### src/rtl/dsl_regs.vh
// constants for the device status and lock flag bank
// Notes on behaviour
// - state field 001 diag, 010 active, 100 safe
// - restart disable set by 0xaa, cleared 0x55
// - restart latch survives reset unless battery lost
// - regulator overvoltage forces restart latch to one
// - latch zero restarts with wake high; else edge
// - config lock starts one, blocks config writes
// - config lock set: cmd in diag, exit, selftest
// - config lock cleared only by 0xaa in diag
// - selftest lock blocks selftest writes; set rules
// - control lock starts one; set rules apply
// - one clear command 0xaa clears both control locks
// - exit mask set 0x55, cleared 0xaa
// - mask clear allows diag timeout; set holds timer
// - safe timeout disable starts one; diag-only keys
// - disable zero: safe timeout expiry goes reset
// - in reset state responses read all zero
`ifndef DSL_REGS_VH
`define DSL_REGS_VH
`define DSL_KEY_55 8'h55
`define DSL_KEY_AA 8'haa
`define DSL_ST_NONE 3'h0
`define DSL_ST_DIAG 3'h1
`define DSL_ST_ACTIVE 3'h2
`define DSL_ST_SAFE 3'h4
`define DSL_ST_RESET 3'h3
`define DSL_ST_OFF 3'h5
`define DSL_CMD_NONE 4'h0
`define DSL_CMD_SET_RSTDIS 4'h1
`define DSL_CMD_CLR_RSTDIS 4'h2
`define DSL_CMD_SET_CFG 4'h3
`define DSL_CMD_CLR_CFG 4'h4
`define DSL_CMD_SET_CTRL 4'h5
`define DSL_CMD_CLR_CTRL 4'h6
`define DSL_CMD_MASK 4'h7
`define DSL_CMD_UNMASK 4'h8
`define DSL_CMD_DIS_STO 4'h9
`define DSL_CMD_EN_STO 4'ha
`define DSL_CMD_RD_STAT1 4'hb
`define DSL_CMD_RD_STAT2 4'hc
`define DSL_RST_RSTDIS 1'b0
`define DSL_RST_CFG 1'b1
`define DSL_RST_CTRL 1'b1
`define DSL_RST_BIST 1'b1
`define DSL_RST_MASK 1'b0
`define DSL_RST_STO 1'b1
`define DSL_DIAG_TO_CYC 16'h1000
`define DSL_SAFE_TO_CYC 16'h1000
`endif

### src/rtl/dsl_sync.v
// two flip-flop synchroniser for pin levels
`timescale 1ns/1ps
module dsl_sync #(
	parameter W = 1
) (
	core_clk,
	rst,
	d,
	q
);
	input wire core_clk;
	input wire rst;
	input wire [W-1:0] d;
	output reg [W-1:0] q;
	reg [W-1:0] meta;
	always @(posedge core_clk) begin
		if (rst) begin
			meta <= {W{1'b0}};
			q <= {W{1'b0}};
		end else begin
			meta <= d;
			q <= meta;
		end
	end
endmodule // dsl_sync

### src/rtl/dsl_timer.v
// time-out counter held in reset while not running
`timescale 1ns/1ps
module dsl_timer #(
	parameter W = 16
) (
	core_clk,
	rst,
	run,
	limit,
	expired
);
	input wire core_clk;
	input wire rst;
	input wire run;
	input wire [W-1:0] limit;
	output reg expired;
	reg [W-1:0] count;
	always @(posedge core_clk) begin
		if (rst || !run) begin
			count <= {W{1'b0}};
			expired <= 1'b0;
		end else if (count == limit - {{(W-1){1'b0}}, 1'b1}) begin
			expired <= 1'b1;
		end else begin
			count <= count + {{(W-1){1'b0}}, 1'b1};
		end
	end
endmodule // dsl_timer

### src/rtl/dsl_status_bank.v
// device status and lock flag bank with a small operating state machine
`include "dsl_regs.vh"
`timescale 1ns/1ps
module dsl_status_bank #(
	parameter DIAG_TO_CYC = `DSL_DIAG_TO_CYC,
	parameter SAFE_TO_CYC = `DSL_SAFE_TO_CYC
) (
	core_clk,
	rst,
	battery_lost,
	cmd_valid,
	cmd_code,
	cmd_data,
	go_active,
	go_safe,
	safe_exit,
	go_off,
	reset_done,
	regulator_ov,
	selftest_done,
	wake_pin,
	rsp_valid,
	rsp_data,
	operating_state_field,
	auto_restart_disable_latch,
	config_lock,
	selftest_ctrl_write_lock,
	control_lock,
	flag_a,
	safe_timeout_disable_flag,
	restart_req,
	config_write_blocked,
	selftest_write_blocked,
	control_write_blocked
);
	input wire core_clk;
	input wire rst;
	input wire battery_lost;
	input wire cmd_valid;
	input wire [3:0] cmd_code;
	input wire [7:0] cmd_data;
	input wire go_active;
	input wire go_safe;
	input wire safe_exit;
	input wire go_off;
	input wire reset_done;
	input wire regulator_ov;
	input wire selftest_done;
	input wire wake_pin;
	output reg rsp_valid;
	output reg [7:0] rsp_data;
	output reg [2:0] operating_state_field;
	output reg auto_restart_disable_latch;
	output reg config_lock;
	output reg selftest_ctrl_write_lock;
	output reg control_lock;
	output reg flag_a;
	output reg safe_timeout_disable_flag;
	output reg restart_req;
	output reg config_write_blocked;
	output reg selftest_write_blocked;
	output reg control_write_blocked;

	////////////////////////////////////////////////////////////////////////////
	// helpers
	function is_key;
		input [3:0] code;
		input [3:0] want;
		input [7:0] data;
		input [7:0] key;
		begin
			is_key = (code == want) && (data == key);
		end
	endfunction

	// internal state codes; the three visible ones equal the status field codes
	localparam [2:0] ST_DIAG = `DSL_ST_DIAG;
	localparam [2:0] ST_ACTIVE = `DSL_ST_ACTIVE;
	localparam [2:0] ST_SAFE = `DSL_ST_SAFE;
	localparam [2:0] ST_RESET = `DSL_ST_RESET;
	localparam [2:0] ST_OFF = `DSL_ST_OFF;

	wire wake_s;
	wire diag_expired;
	wire safe_expired;
	reg [2:0] state;
	reg [2:0] next_state;
	reg wake_d;
	reg rstdis_init;
	wire in_diag = (state == ST_DIAG);
	wire in_das = in_diag || (state == ST_ACTIVE) || (state == ST_SAFE);
	wire in_reset = (state == ST_RESET);
	// commands reach neither a resetting nor a powered-down core
	wire cv = cmd_valid && !in_reset && (state != ST_OFF);
	wire leave_diag = in_diag && (next_state != ST_DIAG);
	wire leave_das = in_das && (next_state != state);

	////////////////////////////////////////////////////////////////////////////
	// keyed command decode; state qualifiers sit here so set and clear agree
	wire set_restart_disable_cmd = cv &&
		is_key(cmd_code, `DSL_CMD_SET_RSTDIS, cmd_data, `DSL_KEY_AA);
	wire clear_restart_disable_cmd = cv &&
		is_key(cmd_code, `DSL_CMD_CLR_RSTDIS, cmd_data, `DSL_KEY_55);
	wire set_config_lock_cmd = cv && in_diag &&
		is_key(cmd_code, `DSL_CMD_SET_CFG, cmd_data, `DSL_KEY_55);
	wire clear_config_lock_cmd = cv && in_diag &&
		is_key(cmd_code, `DSL_CMD_CLR_CFG, cmd_data, `DSL_KEY_AA);
	wire set_control_lock_cmd = cv && in_das &&
		is_key(cmd_code, `DSL_CMD_SET_CTRL, cmd_data, `DSL_KEY_55);
	wire clear_control_lock_cmd = cv && in_das &&
		is_key(cmd_code, `DSL_CMD_CLR_CTRL, cmd_data, `DSL_KEY_AA);
	wire cmd_b = cv &&
		is_key(cmd_code, `DSL_CMD_MASK, cmd_data, `DSL_KEY_55);
	wire cmd_c = cv &&
		is_key(cmd_code, `DSL_CMD_UNMASK, cmd_data, `DSL_KEY_AA);
	wire disable_safe_timeout_cmd = cv && in_diag &&
		is_key(cmd_code, `DSL_CMD_DIS_STO, cmd_data, `DSL_KEY_55);
	wire enable_safe_timeout_cmd = cv && in_diag &&
		is_key(cmd_code, `DSL_CMD_EN_STO, cmd_data, `DSL_KEY_AA);

	dsl_sync #(.W(1)) u_wake (
		.core_clk(core_clk),
		.rst(rst),
		.d(wake_pin),
		.q(wake_s)
	);

	dsl_timer #(.W(16)) u_diag_to (
		.core_clk(core_clk),
		.rst(rst),
		.run(in_diag && !flag_a),
		.limit(DIAG_TO_CYC[15:0]),
		.expired(diag_expired)
	);

	dsl_timer #(.W(16)) u_safe_to (
		.core_clk(core_clk),
		.rst(rst),
		.run((state == `DSL_ST_SAFE) && !safe_timeout_disable_flag),
		.limit(SAFE_TO_CYC[15:0]),
		.expired(safe_expired)
	);

	////////////////////////////////////////////////////////////////////////////
	// operating state
	always @* begin
		next_state = state;
		case (state)
		ST_DIAG: begin
			if (go_off)
				next_state = ST_OFF;
			else if ((diag_expired && !flag_a) || go_safe)
				next_state = ST_SAFE;
			else if (go_active)
				next_state = ST_ACTIVE;
		end
		ST_ACTIVE: begin
			if (go_off)
				next_state = ST_OFF;
			else if (go_safe)
				next_state = ST_SAFE;
		end
		ST_SAFE: begin
			if (go_off)
				next_state = ST_OFF;
			else if (safe_expired)
				next_state = ST_RESET;
			else if (safe_exit)
				next_state = ST_DIAG;
		end
		ST_RESET: begin
			if (go_off)
				next_state = ST_OFF;
			else if (reset_done)
				next_state = ST_DIAG;
		end
		ST_OFF: begin
			if (restart_req)
				next_state = ST_RESET;
		end
		default: next_state = ST_RESET;
		endcase
	end

	always @(posedge core_clk) begin
		if (rst) begin
			state <= ST_RESET;
			wake_d <= 1'b0;
			restart_req <= 1'b0;
			operating_state_field <= `DSL_ST_NONE;
		end else begin
			state <= next_state;
			wake_d <= wake_s;
			restart_req <= (next_state == `DSL_ST_OFF) &&
				(auto_restart_disable_latch ? (wake_s && !wake_d) : wake_s);
			if (next_state == `DSL_ST_DIAG || next_state == `DSL_ST_ACTIVE ||
				next_state == `DSL_ST_SAFE)
				operating_state_field <= next_state;
			else
				operating_state_field <= `DSL_ST_NONE;
		end
	end

	////////////////////////////////////////////////////////////////////////////
	// restart disable latch; battery_lost is sampled on every clock edge while rst is held
	// because the latch itself may not load a port value under reset
	always @(posedge core_clk) begin
		if (rst) begin
			rstdis_init <= 1'b1;
		end else begin
			rstdis_init <= 1'b0;
		end
	end

	reg batt_seen;
	always @(posedge core_clk) begin
		if (rst) begin
			if (battery_lost)
				batt_seen <= 1'b1;
		end else if (!rstdis_init) begin
			batt_seen <= 1'b0;
		end
	end

	always @(posedge core_clk) begin
		if (regulator_ov) begin
			auto_restart_disable_latch <= 1'b1;
		end else if (rstdis_init && batt_seen) begin
			auto_restart_disable_latch <= `DSL_RST_RSTDIS;
		end else if (!rst && set_restart_disable_cmd) begin
			auto_restart_disable_latch <= 1'b1;
		end else if (!rst && clear_restart_disable_cmd) begin
			auto_restart_disable_latch <= 1'b0;
		end
	end

	////////////////////////////////////////////////////////////////////////////
	// lock, mask and time-out flags; set wins over clear
	always @(posedge core_clk) begin
		if (rst) begin
			config_lock <= `DSL_RST_CFG;
			control_lock <= `DSL_RST_CTRL;
			selftest_ctrl_write_lock <= `DSL_RST_BIST;
			flag_a <= `DSL_RST_MASK;
			safe_timeout_disable_flag <= `DSL_RST_STO;
		end else begin
			if (set_config_lock_cmd ||
				leave_diag || selftest_done)
				config_lock <= 1'b1;
			else if (clear_config_lock_cmd)
				config_lock <= 1'b0;
			if (set_control_lock_cmd ||
				leave_diag || selftest_done)
				control_lock <= 1'b1;
			else if (clear_control_lock_cmd)
				control_lock <= 1'b0;
			if (set_control_lock_cmd ||
				leave_das || selftest_done)
				selftest_ctrl_write_lock <= 1'b1;
			else if (clear_control_lock_cmd)
				selftest_ctrl_write_lock <= 1'b0;
			if (cmd_b)
				flag_a <= 1'b1;
			else if (cmd_c)
				flag_a <= 1'b0;
			if (disable_safe_timeout_cmd)
				safe_timeout_disable_flag <= 1'b1;
			else if (enable_safe_timeout_cmd)
				safe_timeout_disable_flag <= 1'b0;
		end
	end

	////////////////////////////////////////////////////////////////////////////
	// write blocking and command response
	always @(posedge core_clk) begin
		if (rst) begin
			config_write_blocked <= 1'b1;
			selftest_write_blocked <= 1'b1;
			control_write_blocked <= 1'b1;
			rsp_valid <= 1'b0;
			rsp_data <= 8'h00;
		end else begin
			config_write_blocked <= config_lock || !in_diag;
			selftest_write_blocked <= selftest_ctrl_write_lock;
			control_write_blocked <= control_lock;
			rsp_valid <= cmd_valid;
			if (!cv)
				rsp_data <= 8'h00;
			else if (cmd_code == `DSL_CMD_RD_STAT1)
				rsp_data <= {operating_state_field, 1'b0, auto_restart_disable_latch,
					config_lock, selftest_ctrl_write_lock, control_lock};
			else if (cmd_code == `DSL_CMD_RD_STAT2)
				rsp_data <= {1'b0, flag_a, safe_timeout_disable_flag, 5'h00};
			else
				rsp_data <= 8'h00;
		end
	end
endmodule // dsl_status_bank

### config.mk
export PLATFORM = sky130hd
export DESIGN_NAME = dsl_status_bank
export DESIGN_NICKNAME = d
export VERILOG_FILES = /design/src/rtl/dsl_sync.v /design/src/rtl/dsl_timer.v /design/src/rtl/dsl_status_bank.v
export VERILOG_INCLUDE_DIRS = /design/src /design/src/rtl
export SDC_FILE = /design/constraint.sdc
export NUM_CORES = 1
export LEC_CHECK = 0
export BUFFER_PORTS_ARGS = -buffer_cell sky130_fd_sc_hd__buf_2
export CORE_UTILIZATION = 55
export DETAILED_ROUTE_END_ITERATION = 10
export GPL_ROUTABILITY_DRIVEN = 0
export HOLD_SLACK_MARGIN = 0.15
export MAX_ROUTING_LAYER = met4
export PLACE_DENSITY = 0.87
export SLEW_MARGIN = 30
export SYNTH_ARGS = -nofsm -noshare
export SYNTH_HDL_FRONTEND = slang
export SYNTH_HIERARCHICAL = 1
export SYNTH_SLANG_ARGS = --single-unit
### constraint.sdc
create_clock -name core_clk -period 2.7 [get_ports core_clk]
set_clock_uncertainty 0.1 [all_clocks]
set_input_delay 0.405 -clock core_clk [delete_from_list [all_inputs] [get_ports core_clk]]
set_output_delay 0.405 -clock core_clk [all_outputs]
set_load 0.01 [all_outputs]
==> results.sh, run 1 <==
export IMPL_status="finished clean"
export IMPL_final_cell_area_um2=4960
export IMPL_hold_class="input pin to flip-flop"
export IMPL_dr_pass1_iters=5
export IMPL_path_cells="xnor2_1 -> nor4_1 -> nand3_1 -> nor4_1 -> and2_4 -> mux2i_1 -> nor2_1"
export IMPL_ios=46
export IMPL_vias=4107
export IMPL_clockBufferDepth=2
export IMPL_postRouteAntennaNets=0
export IMPL_grt_pass1_wl_um=15700
export IMPL_start_util=0.567
export IMPL_yosysSeqAreaShare=0.311
export IMPL_crit_family="simple AND/OR/NAND/NOR gates"
export IMPL_synthArstFlopShare=0
export IMPL_critPathSlowestCell="dfxtp_1"
export IMPL_setup_tns_ns=0
export IMPL_n_fill_cell=568
export IMPL_die_h_um=88.2
export IMPL_synth_edf_count=1
export IMPL_period_share=0.877
export IMPL_first_global_vias=3783
export IMPL_core_um2=7210
export IMPL_placed_cell_area_um2=4790
export IMPL_clk_latency_ns=0.34
export IMPL_rsz0062_at_grt="no"
export IMPL_cts_setup_buffers=0
export IMPL_cts_resized=0
export IMPL_ys_ff_latch=63
export IMPL_final_util=0.687
export IMPL_p_total_mw=1.94
export IMPL_worst_path_buf_inv=0
export IMPL_clkTransAtPathRegs_ns=0.07
export IMPL_max_clock_freq_mhz=422
export IMPL_r2r_slack_ns=0.33
export IMPL_required_ns=2.82
export IMPL_synth_area_per_cell_um2=8.10
export IMPL_worst_path_largest_cell_delay_ns=0.52
export IMPL_cp_arrival_ns=2.49
export IMPL_drcViolationCount=0
export IMPL_ir_drop_mv=0.458
export IMPL_cts_sinks=63
export IMPL_cts_tree="done"
export IMPL_setup_violations_final=0
export IMPL_ctsHtreeMaxLevel=3
export IMPL_diodes=0
export IMPL_portBuffers=44
export IMPL_synth_flop_cell="dfxtp_1"
export IMPL_ys_warn_count=6
export IMPL_antenna_found_initial=0
export IMPL_period_needed_ns=2.37
export IMPL_viasPerCell=5.36
export IMPL_overflow=0
export IMPL_path_max_fanout=29
export IMPL_worstMarginPinSlew_ns=0.640
export IMPL_synth_cells=505
export IMPL_grt_start_max_net_pins=30
export IMPL_syn2layout_area_growth_pct=21.2
export IMPL_cts_buffers=9
export IMPL_cts_root_buf="clkbuf_8"
export IMPL_finalMaxSlewViolations=0
export IMPL_synth_cell_types=56
export IMPL_multi_input_area_um2=3080
export IMPL_drt_iter0_markers=225
export IMPL_maxCapViolCount=0
export IMPL_place_hpwl_um=7300
export IMPL_crit_path_end_kind="flip-flop"
export IMPL_gr_usage_all_layers=0.260
export IMPL_power_density_nw_per_um2=391
export IMPL_fp_dieArea_um2=7790
export IMPL_p_leak_nw=1.95
export IMPL_post_drt_wl_per_cell_um=12.6
export IMPL_syn_area_um2=4090
export IMPL_cp_start_kind="flip-flop"
export IMPL_fin_nets=691
export IMPL_drt_wl_total_um=9620
export IMPL_crit_top_cell="nor4_1"
export IMPL_cts_hold_buf=0
export IMPL_regArea_um2=1270
export IMPL_hold_violations=0
export IMPL_critPathKind="flip-flop to flip-flop"
export IMPL_drive_gt1_frac=0.126
export IMPL_slew_headroom=0.568
export IMPL_row_count=31
export IMPL_fp_dieW_um=88.2
-- where the power goes --
group / leakage [nW] / internal, mW / switching (mW)
logic: 1.36 / 0.110 / 0.164
clock network: 0.0850 / 0.348 / 0.349
registers: 0.512 / 0.947 / 0.0205
-- path summary, 6_finish.rpt --
kind | endpoint | cells after the start | from
worst max-delay path | u_safe_to/count[1]$_SDFFE_PP0P_ | 7 | u_safe_to/count[0]$_SDFFE_PP0P_
worst max register to register | u_safe_to/count[1]$_SDFFE_PP0P_ | 7 | u_safe_to/count[0]$_SDFFE_PP0P_
worst min register to register | u_wake/q$_SDFF_PP0_ | 1 | u_wake/meta$_SDFF_PP0_
worst min-delay path | auto_restart_disable_latch$_SDFFE_PP1P_ | 3 | regulator_ov
-- cells in the final DEF (no fill, tap or decap), drive strengths merged, types with 3 or more instances in the layout --
| cell type | Yosys | final |
|---|---|---|
| o211ai | 7 | 7 |
| a211o | 3 | 3 |
| o31a | 5 | 5 |
| a31oi | 5 | 5 |
| dfxtp | 62 | 62 |
| or4 | 12 | 12 |
| ha | 4 | 4 |
| nand2b | 5 | 5 |
| nor4 | 13 | 13 |
| nor2 | 32 | 32 |
| clkinv | 0 | 3 |
| nand4 | 15 | 15 |
| o41ai | 4 | 4 |
| clkbuf | 16 | 11 |
| a21oi | 34 | 34 |
| inv | 15 | 15 |
| buf | 11 | 49 |
| nand2 | 30 | 30 |
| nand3b | 7 | 7 |
| or2 | 3 | 3 |
| or3 | 18 | 18 |
| and3 | 8 | 8 |
| and2 | 12 | 12 |
| or4b | 5 | 5 |
| nor4bb | 5 | 5 |
| conb | 2 | 127 |
| nor3 | 13 | 13 |
| o21ai | 24 | 24 |
| o31ai | 14 | 14 |
| nand3 | 31 | 31 |
| xnor2 | 39 | 39 |
| xor2 | 11 | 11 |
| nor2b | 15 | 15 |
| o22ai | 4 | 4 |
-- area by class of cell --
class                   instances  share of cell area
multi-input cells             525               0.622
repair buffers                 49              0.0520
flip-flops and latches         63               0.256
well taps                      99              0.0250
clock inverters                 4             0.00454
inverters                      15              0.0114
clock buffers                  11              0.0285
-- through the flow --
stage / hold WS, ns / setup slack [ns] / cells
6_report: 0.180 / 0.331 / 766
5_1_grt: 0.182 / 0.204 / 766
4_1_cts: 0.168 / 0.388 / 766
3_5_place_dp: 0.336 / 0.397 / 751
3_3_place_gp: 0.322 / 0.537 / 751
2_1_floorplan: 0.314 / 0.459 / 630
-- cells by family (layout without fill, tap and decap cells) --
logic type	Yosys count	in the layout	synth area share
compound gates	111	111	0.176
xor+xnor	50	50	0.107
fa+ha+maj	4	4	0.0122
buf+inv	42	79	0.0499
flops	63	63	0.311
mux	2	2	0.00489
other cells	2	127	0.00184
simple gates	231	231	0.337
-- metal layers --
metal | global-route usage | part of all wire
met4 | 0.110 | 0.023
met5 | - | 0
met1 | 0.302 | 0.43
met3 | 0.0504 | 0.056
met2 | 0.438 | 0.49
-- synthesized netlist by cell type, types with 6 or more instances --
cell type | instances | area [µm²]
inv_1 | 15 | 56.3
a21oi_1 | 33 | 165
xor2_1 | 11 | 96.3
dfxtp_1 | 62 | 1240
nor3_1 | 13 | 65.1
xnor2_1 | 39 | 342
nand3_1 | 31 | 155
or4_1 | 12 | 90.1
nor2b_1 | 15 | 93.8
and2_1 | 10 | 62.6
clkbuf_1 | 16 | 60.1
nand2_1 | 30 | 113
nor4_1 | 7 | 43.8
and3_1 | 8 | 50.1
nor4_2 | 6 | 75.1
o21ai_0 | 23 | 115
o211ai_1 | 7 | 52.6
nor2_1 | 32 | 120
o31ai_1 | 14 | 105
or3_1 | 18 | 113
nand3b_1 | 7 | 52.6
nand4_1 | 15 | 93.8
-- state kept, by name, summed over array words and instances (netlist names), 3 cells and up --
name and cells:
u_diag_to/count 16, u_safe_to/count 16, rsp_data 7, operating_state_field 3, state 3
-- worst register-to-register path, delay by kind of cell, from the launching register on --
family	cells	cell delay (ns)
XOR/XNOR	1	0.13
flip-flops	1	0.52
multiplexers	1	0.23
AND/OR/NAND/NOR	5	1.27
Power figures use the tool's default switching activity.
==> inputs of run 2 (changes only) <==
CORE_UTILIZATION = 53   (was 55)
clock period = 2.02 ns   (was 2.7 ns; I/O delays follow)
==> results.sh, run 2 (synthesis gave the netlist of run 1 again) <==
export IMPL_worst_path_buf_inv=1
export IMPL_gr_usage_all_layers=0.298
export IMPL_hold_slack_ns=0.172
export IMPL_core_um2=7370
export IMPL_ir_drop_mv=0.562
export IMPL_final_cell_area_um2=5620
export IMPL_overflow=0
export IMPL_drcViolationCount=0
export IMPL_drt_iter0_markers=698
export IMPL_ios=46
export IMPL_vias=4936
export IMPL_grt_start_max_net_pins=30
export IMPL_path_max_fanout=7
export IMPL_clockBufferDepth=2
export IMPL_postRouteAntennaNets=0
export IMPL_placed_cell_area_um2=5050
export IMPL_clk_latency_ns=0.36
export IMPL_violations="negative setup slack"
export IMPL_crit_path_end_kind="flip-flop"
export IMPL_critPathSlowestCell="dfxtp_2"
export IMPL_diodes=0
export IMPL_hold_class="input pin to flip-flop"
export IMPL_worstMarginPinSlew_ns=0.646
export IMPL_antenna_found_initial=0
export IMPL_finalMaxSlewViolations=0
export IMPL_cts_sinks=63
export IMPL_detailedPlace_worstSlack_ns=-0.108
export IMPL_p_leak_nw=2.27
export IMPL_period_needed_ns=2.18
export IMPL_fin_nets=736
export IMPL_cp_arrival_ns=2.34
export IMPL_n_fill_cell=416
export IMPL_portBuffers=44
export IMPL_cts_tree="done"
export IMPL_cp_start_kind="flip-flop"
export IMPL_drive_gt1_frac=0.237
export IMPL_place_hpwl_um=8010
export IMPL_required_ns=2.18
export IMPL_final_common_cell="conb_1"
export IMPL_path_cells="xnor2_2 -> a31oi_1 -> nor4_1 -> nand3_1 -> nor4_4 -> buf_4 -> and2_4 -> o21ai_0 -> a21oi_1"
export IMPL_crit_family="simple AND/OR/NAND/NOR gates"
export IMPL_syn2layout_area_growth_pct=37.5
export IMPL_power_density_nw_per_um2=528
export IMPL_largestRegisters="u_diag_to/count: 16 flops, u_safe_to/count: 16 flops, rsp_data: 7 flops"
export IMPL_first_global_vias=4337
export IMPL_final_cell_mix="127 x conb_1, 51 x dfxtp_1, 44 x buf_2"
export IMPL_fin_ws_ns=-0.158
export IMPL_slew_headroom=0.569
export IMPL_worst_path_largest_cell_delay_ns=0.35
export IMPL_max_clock_freq_mhz=459
export IMPL_cts_root_buf="clkbuf_8"
export IMPL_setup_violations_final=30
export IMPL_fp_dieArea_um2=8070
export IMPL_hold_violations=0
export IMPL_status="finished with violations"
export IMPL_p_total_mw=2.97
export IMPL_grt_pass1_wl_um=19300
export IMPL_die_h_um=89.9
export IMPL_rsz0062_at_grt="yes"
export IMPL_cts_buffers=9
export IMPL_maxCapViolCount=0
export IMPL_viasPerCell=6.08
export IMPL_period_share=1.08
export IMPL_post_drt_wl_per_cell_um=18.3
export IMPL_row_count=31
export IMPL_clkTransAtPathRegs_ns=0.07
export IMPL_ctsHtreeMaxLevel=3
export IMPL_dr_pass1_iters=7
export IMPL_fp_dieW_um=89.9
export IMPL_start_util=0.555
export IMPL_critPathKind="flip-flop to flip-flop"
export IMPL_drt_wl_total_um=14900
-- run 2: path summary, 6_finish.rpt --
check | from | endpoint | slack (ns) | cells after the start
worst max-delay path | u_diag_to/count[4]$_SDFFE_PP0P_ | u_diag_to/count[6]$_SDFFE_PP0P_ | -0.16 | 9
worst min-delay path | battery_lost | batt_seen$_DFFE_PP_ | 0.17 | 3
worst max register to register | u_diag_to/count[4]$_SDFFE_PP0P_ | u_diag_to/count[6]$_SDFFE_PP0P_ | -0.16 | 9
worst min register to register | u_wake/meta$_SDFF_PP0_ | u_wake/q$_SDFF_PP0_ | 0.34 | 1
-- run 2: area by class of cell --
cell class	count	area, µm²	area share
clock inverter	6	70.1	0.0125
inverter	15	56.3	0.0100
timing repair buffer	89	572	0.102
sequential	63	1290	0.230
tap	99	124	0.0220
clock buffer	10	138	0.0245
multi-input combinational	530	3370	0.599
-- run 2: power breakdown --
group	switching, mW	total [mW]	internal (mW)
Combinational	0.319	0.520	0.202
Sequential	0.0184	1.28	1.26
Clock	0.559	1.17	0.607
-- run 2: worst reg2reg max path: cells and delay by family (launching register included) --
kind	cells	cell delay, ns
buffers and inverters	1	0.20
XOR/XNOR	1	0.16
flip-flops	1	0.35
AND/OR/NAND/NOR	4	0.92
AO/OA/AOI/OAI	3	0.36
-- run 2: timing repair --
item	in CTS	in global routing
endpoints found under the hold margin	4	0
setup buffers	0	5
hold buffers	4	0
resized for setup	22	40
pin swaps	12	24
gates cloned	3	2
setup endpoints to repair	27	41
-- run 2: metal layers --
layer | global-route usage | share of wire | up-vias
li1 | - | - | 2143
met1 | 0.326 | 0.35 | 2180
met5 | - | 0 | -
met4 | 0.148 | 0.086 | 0
met3 | 0.0415 | 0.099 | 160
met2 | 0.531 | 0.47 | 453
-- run 2: per-stage QoR --
step | setup TNS [ns] | utilization | std cells
finish | -2.22 | 0.763 | 812
global route | -6.19 | 0.763 | 812
CTS | -0.119 | 0.732 | 806
detailed placement | -1.25 | 0.685 | 783
global placement | -0.0614 | 0.685 | 783
floorplan | 0 | - | 630
==> inputs of run 3 (changes only) <==
CORE_UTILIZATION = 45   (was 53)
PLACE_DENSITY = 0.77   (was 0.87)
clock period = 1.89 ns   (was 2.02 ns; I/O delays follow)
==> results.sh, run 3 (synthesis gave the netlist of run 1 again) <==
export IMPL_cp_arrival_ns=2.30
export IMPL_crit_path_end_kind="flip-flop"
export IMPL_place_hpwl_um=7900
export IMPL_reg2reg_depth=8
export IMPL_core_um2=8760
export IMPL_power_density_nw_per_um2=532
export IMPL_ctsHtreeMaxLevel=3
export IMPL_final_util=0.695
export IMPL_final_common_cell="conb_1"
export IMPL_status="finished with violations"
export IMPL_diodes=0
export IMPL_setup_violations_final=38
export IMPL_first_global_vias=4348
export IMPL_antenna_found_initial=0
export IMPL_cts_sinks=63
export IMPL_syn2layout_area_growth_pct=48.9
export IMPL_hold_violations=0
export IMPL_critPathKind="flip-flop to flip-flop"
export IMPL_fp_dieArea_um2=9470
export IMPL_critPathCapture="u_safe_to/count[11]$_SDFFE_PP0P_"
export IMPL_period_share=1.11
export IMPL_grt_start_max_net_pins=16
export IMPL_grt_pass1_wl_um=19500
export IMPL_start_util=0.467
export IMPL_drt_wl_total_um=12900
export IMPL_ios=46
export IMPL_final_cell_mix="127 x conb_1, 68 x buf_4, 52 x dfxtp_1"
export IMPL_drive_gt1_frac=0.320
export IMPL_row_count=34
export IMPL_period_needed_ns=2.11
export IMPL_clkTransAtPathRegs_ns=0.08
export IMPL_p_leak_nw=2.48
export IMPL_cp_startpoint="u_safe_to/count[6]$_SDFFE_PP0P_"
export IMPL_max_clock_freq_mhz=475
export IMPL_setup_tns_ns=-4.60
export IMPL_n_fill_cell=622
export IMPL_r2r_slack_ns=-0.22
export IMPL_postRouteAntennaNets=0
export IMPL_fin_nets=768
export IMPL_post_drt_wl_per_cell_um=15.1
export IMPL_finalMaxSlewViolations=0
export IMPL_maxCapViolCount=0
export IMPL_cts_tree="done"
export IMPL_drcViolationCount=0
export IMPL_cts_buffers=9
export IMPL_largestRegisters="u_diag_to/count: 16 flops, u_safe_to/count: 16 flops, rsp_data: 7 flops"
export IMPL_cts_root_buf="clkbuf_8"
export IMPL_r2r_end="u_safe_to/count[11]$_SDFFE_PP0P_"
export IMPL_drt_iter0_markers=527
export IMPL_clockBufferDepth=2
export IMPL_viasPerCell=5.47
export IMPL_dr_pass1_iters=6
export IMPL_portBuffers=44
export IMPL_timing_rr_start="u_safe_to/count[6]$_SDFFE_PP0P_"
export IMPL_vias=4661
export IMPL_violations="negative setup slack"
export IMPL_rsz0062_at_grt="yes"
export IMPL_fin_ws_ns=-0.217
export IMPL_overflow=0
export IMPL_fp_dieW_um=97.3
export IMPL_cp_start_kind="flip-flop"
export IMPL_required_ns=2.08
export IMPL_die_h_um=97.3
export IMPL_path_max_fanout=8
export IMPL_clk_latency_ns=0.35
export IMPL_hold_class="input pin to flip-flop"
export IMPL_gr_usage_all_layers=0.255
export IMPL_ir_drop_mv=0.474
## run 3: worst max-delay path, cell delays in order, from the launching register on
cell	delay [ns]
dfxtp_2	0.34
a31oi_1	0.14
a32oi_1	0.09
o31ai_2	0.30
nor4_4	0.10
and2_4	0.22
buf_12	0.14
or4_4	0.48
a21oi_2	0.14
## run 3: metrics by stage
stage | power, mW | hold WS [ns] | cells | setup WS [ns] | cell area, µm²
floorplan | 1.69 | 0.211 | 630 | -0.0956 | 4610
global placement | 1.82 | 0.328 | 818 | -0.0626 | 5270
CTS | 3.13 | 0.174 | 846 | -0.165 | 5750
global route | 3.34 | 0.202 | 852 | -0.296 | 6090
detailed placement | 1.83 | 0.333 | 818 | -0.151 | 5270
finish | 3.24 | 0.175 | 852 | -0.217 | 6090
## run 3: worst min path at each step
stage,slack (ns),end,cells past startpoint,startpoint
floorplan,0.21,rstdis_init$_DFF_P_,0,rst
global placement,0.33,u_wake/q$_SDFF_PP0_,1,u_wake/meta$_SDFF_PP0_
detailed placement,0.33,u_wake/q$_SDFF_PP0_,1,u_wake/meta$_SDFF_PP0_
CTS,0.17,batt_seen$_DFFE_PP_,3,battery_lost
global route,0.20,batt_seen$_DFFE_PP_,3,battery_lost
finish,0.18,batt_seen$_DFFE_PP_,3,battery_lost
## run 3: timing repair
item / in CTS / in global routing
setup endpoints to repair: 37 / 44
hold buffers: 4 / 0
gates resized for setup: 40 / 64
pin swaps: 17 / 45
buffers inserted: 8 / 7
cloned: 3 / 1
hold endpoints to repair: 4 / 0
## run 3: metal layers
layer / GRT usage / vias up / routed length (µm)
met5: - / - / 0
met4: 0.112 / 0 / 344
met3: 0.0367 / 49 / 706
met2: 0.450 / 216 / 6710
met1: 0.287 / 2195 / 5150
li1: - / 2201 / -
## run 3: final cells by class
type | instances | area, µm² | area share
multi-input combinational | 528 | 3530 | 0.579
sequential | 63 | 1290 | 0.211
timing repair buffer | 123 | 872 | 0.143
clock buffer | 11 | 141 | 0.0232
tap | 108 | 135 | 0.0222
clock inverter | 4 | 70.1 | 0.0115
inverter | 15 | 56.3 | 0.00924
## run 3: where the power goes
part / total, mW / leakage (nW) / switching (mW) / internal (mW)
Sequential: 1.36 / 0.516 / 0.0125 / 1.35
Combinational: 0.558 / 1.86 / 0.316 / 0.241
Clock: 1.32 / 0.109 / 0.549 / 0.768
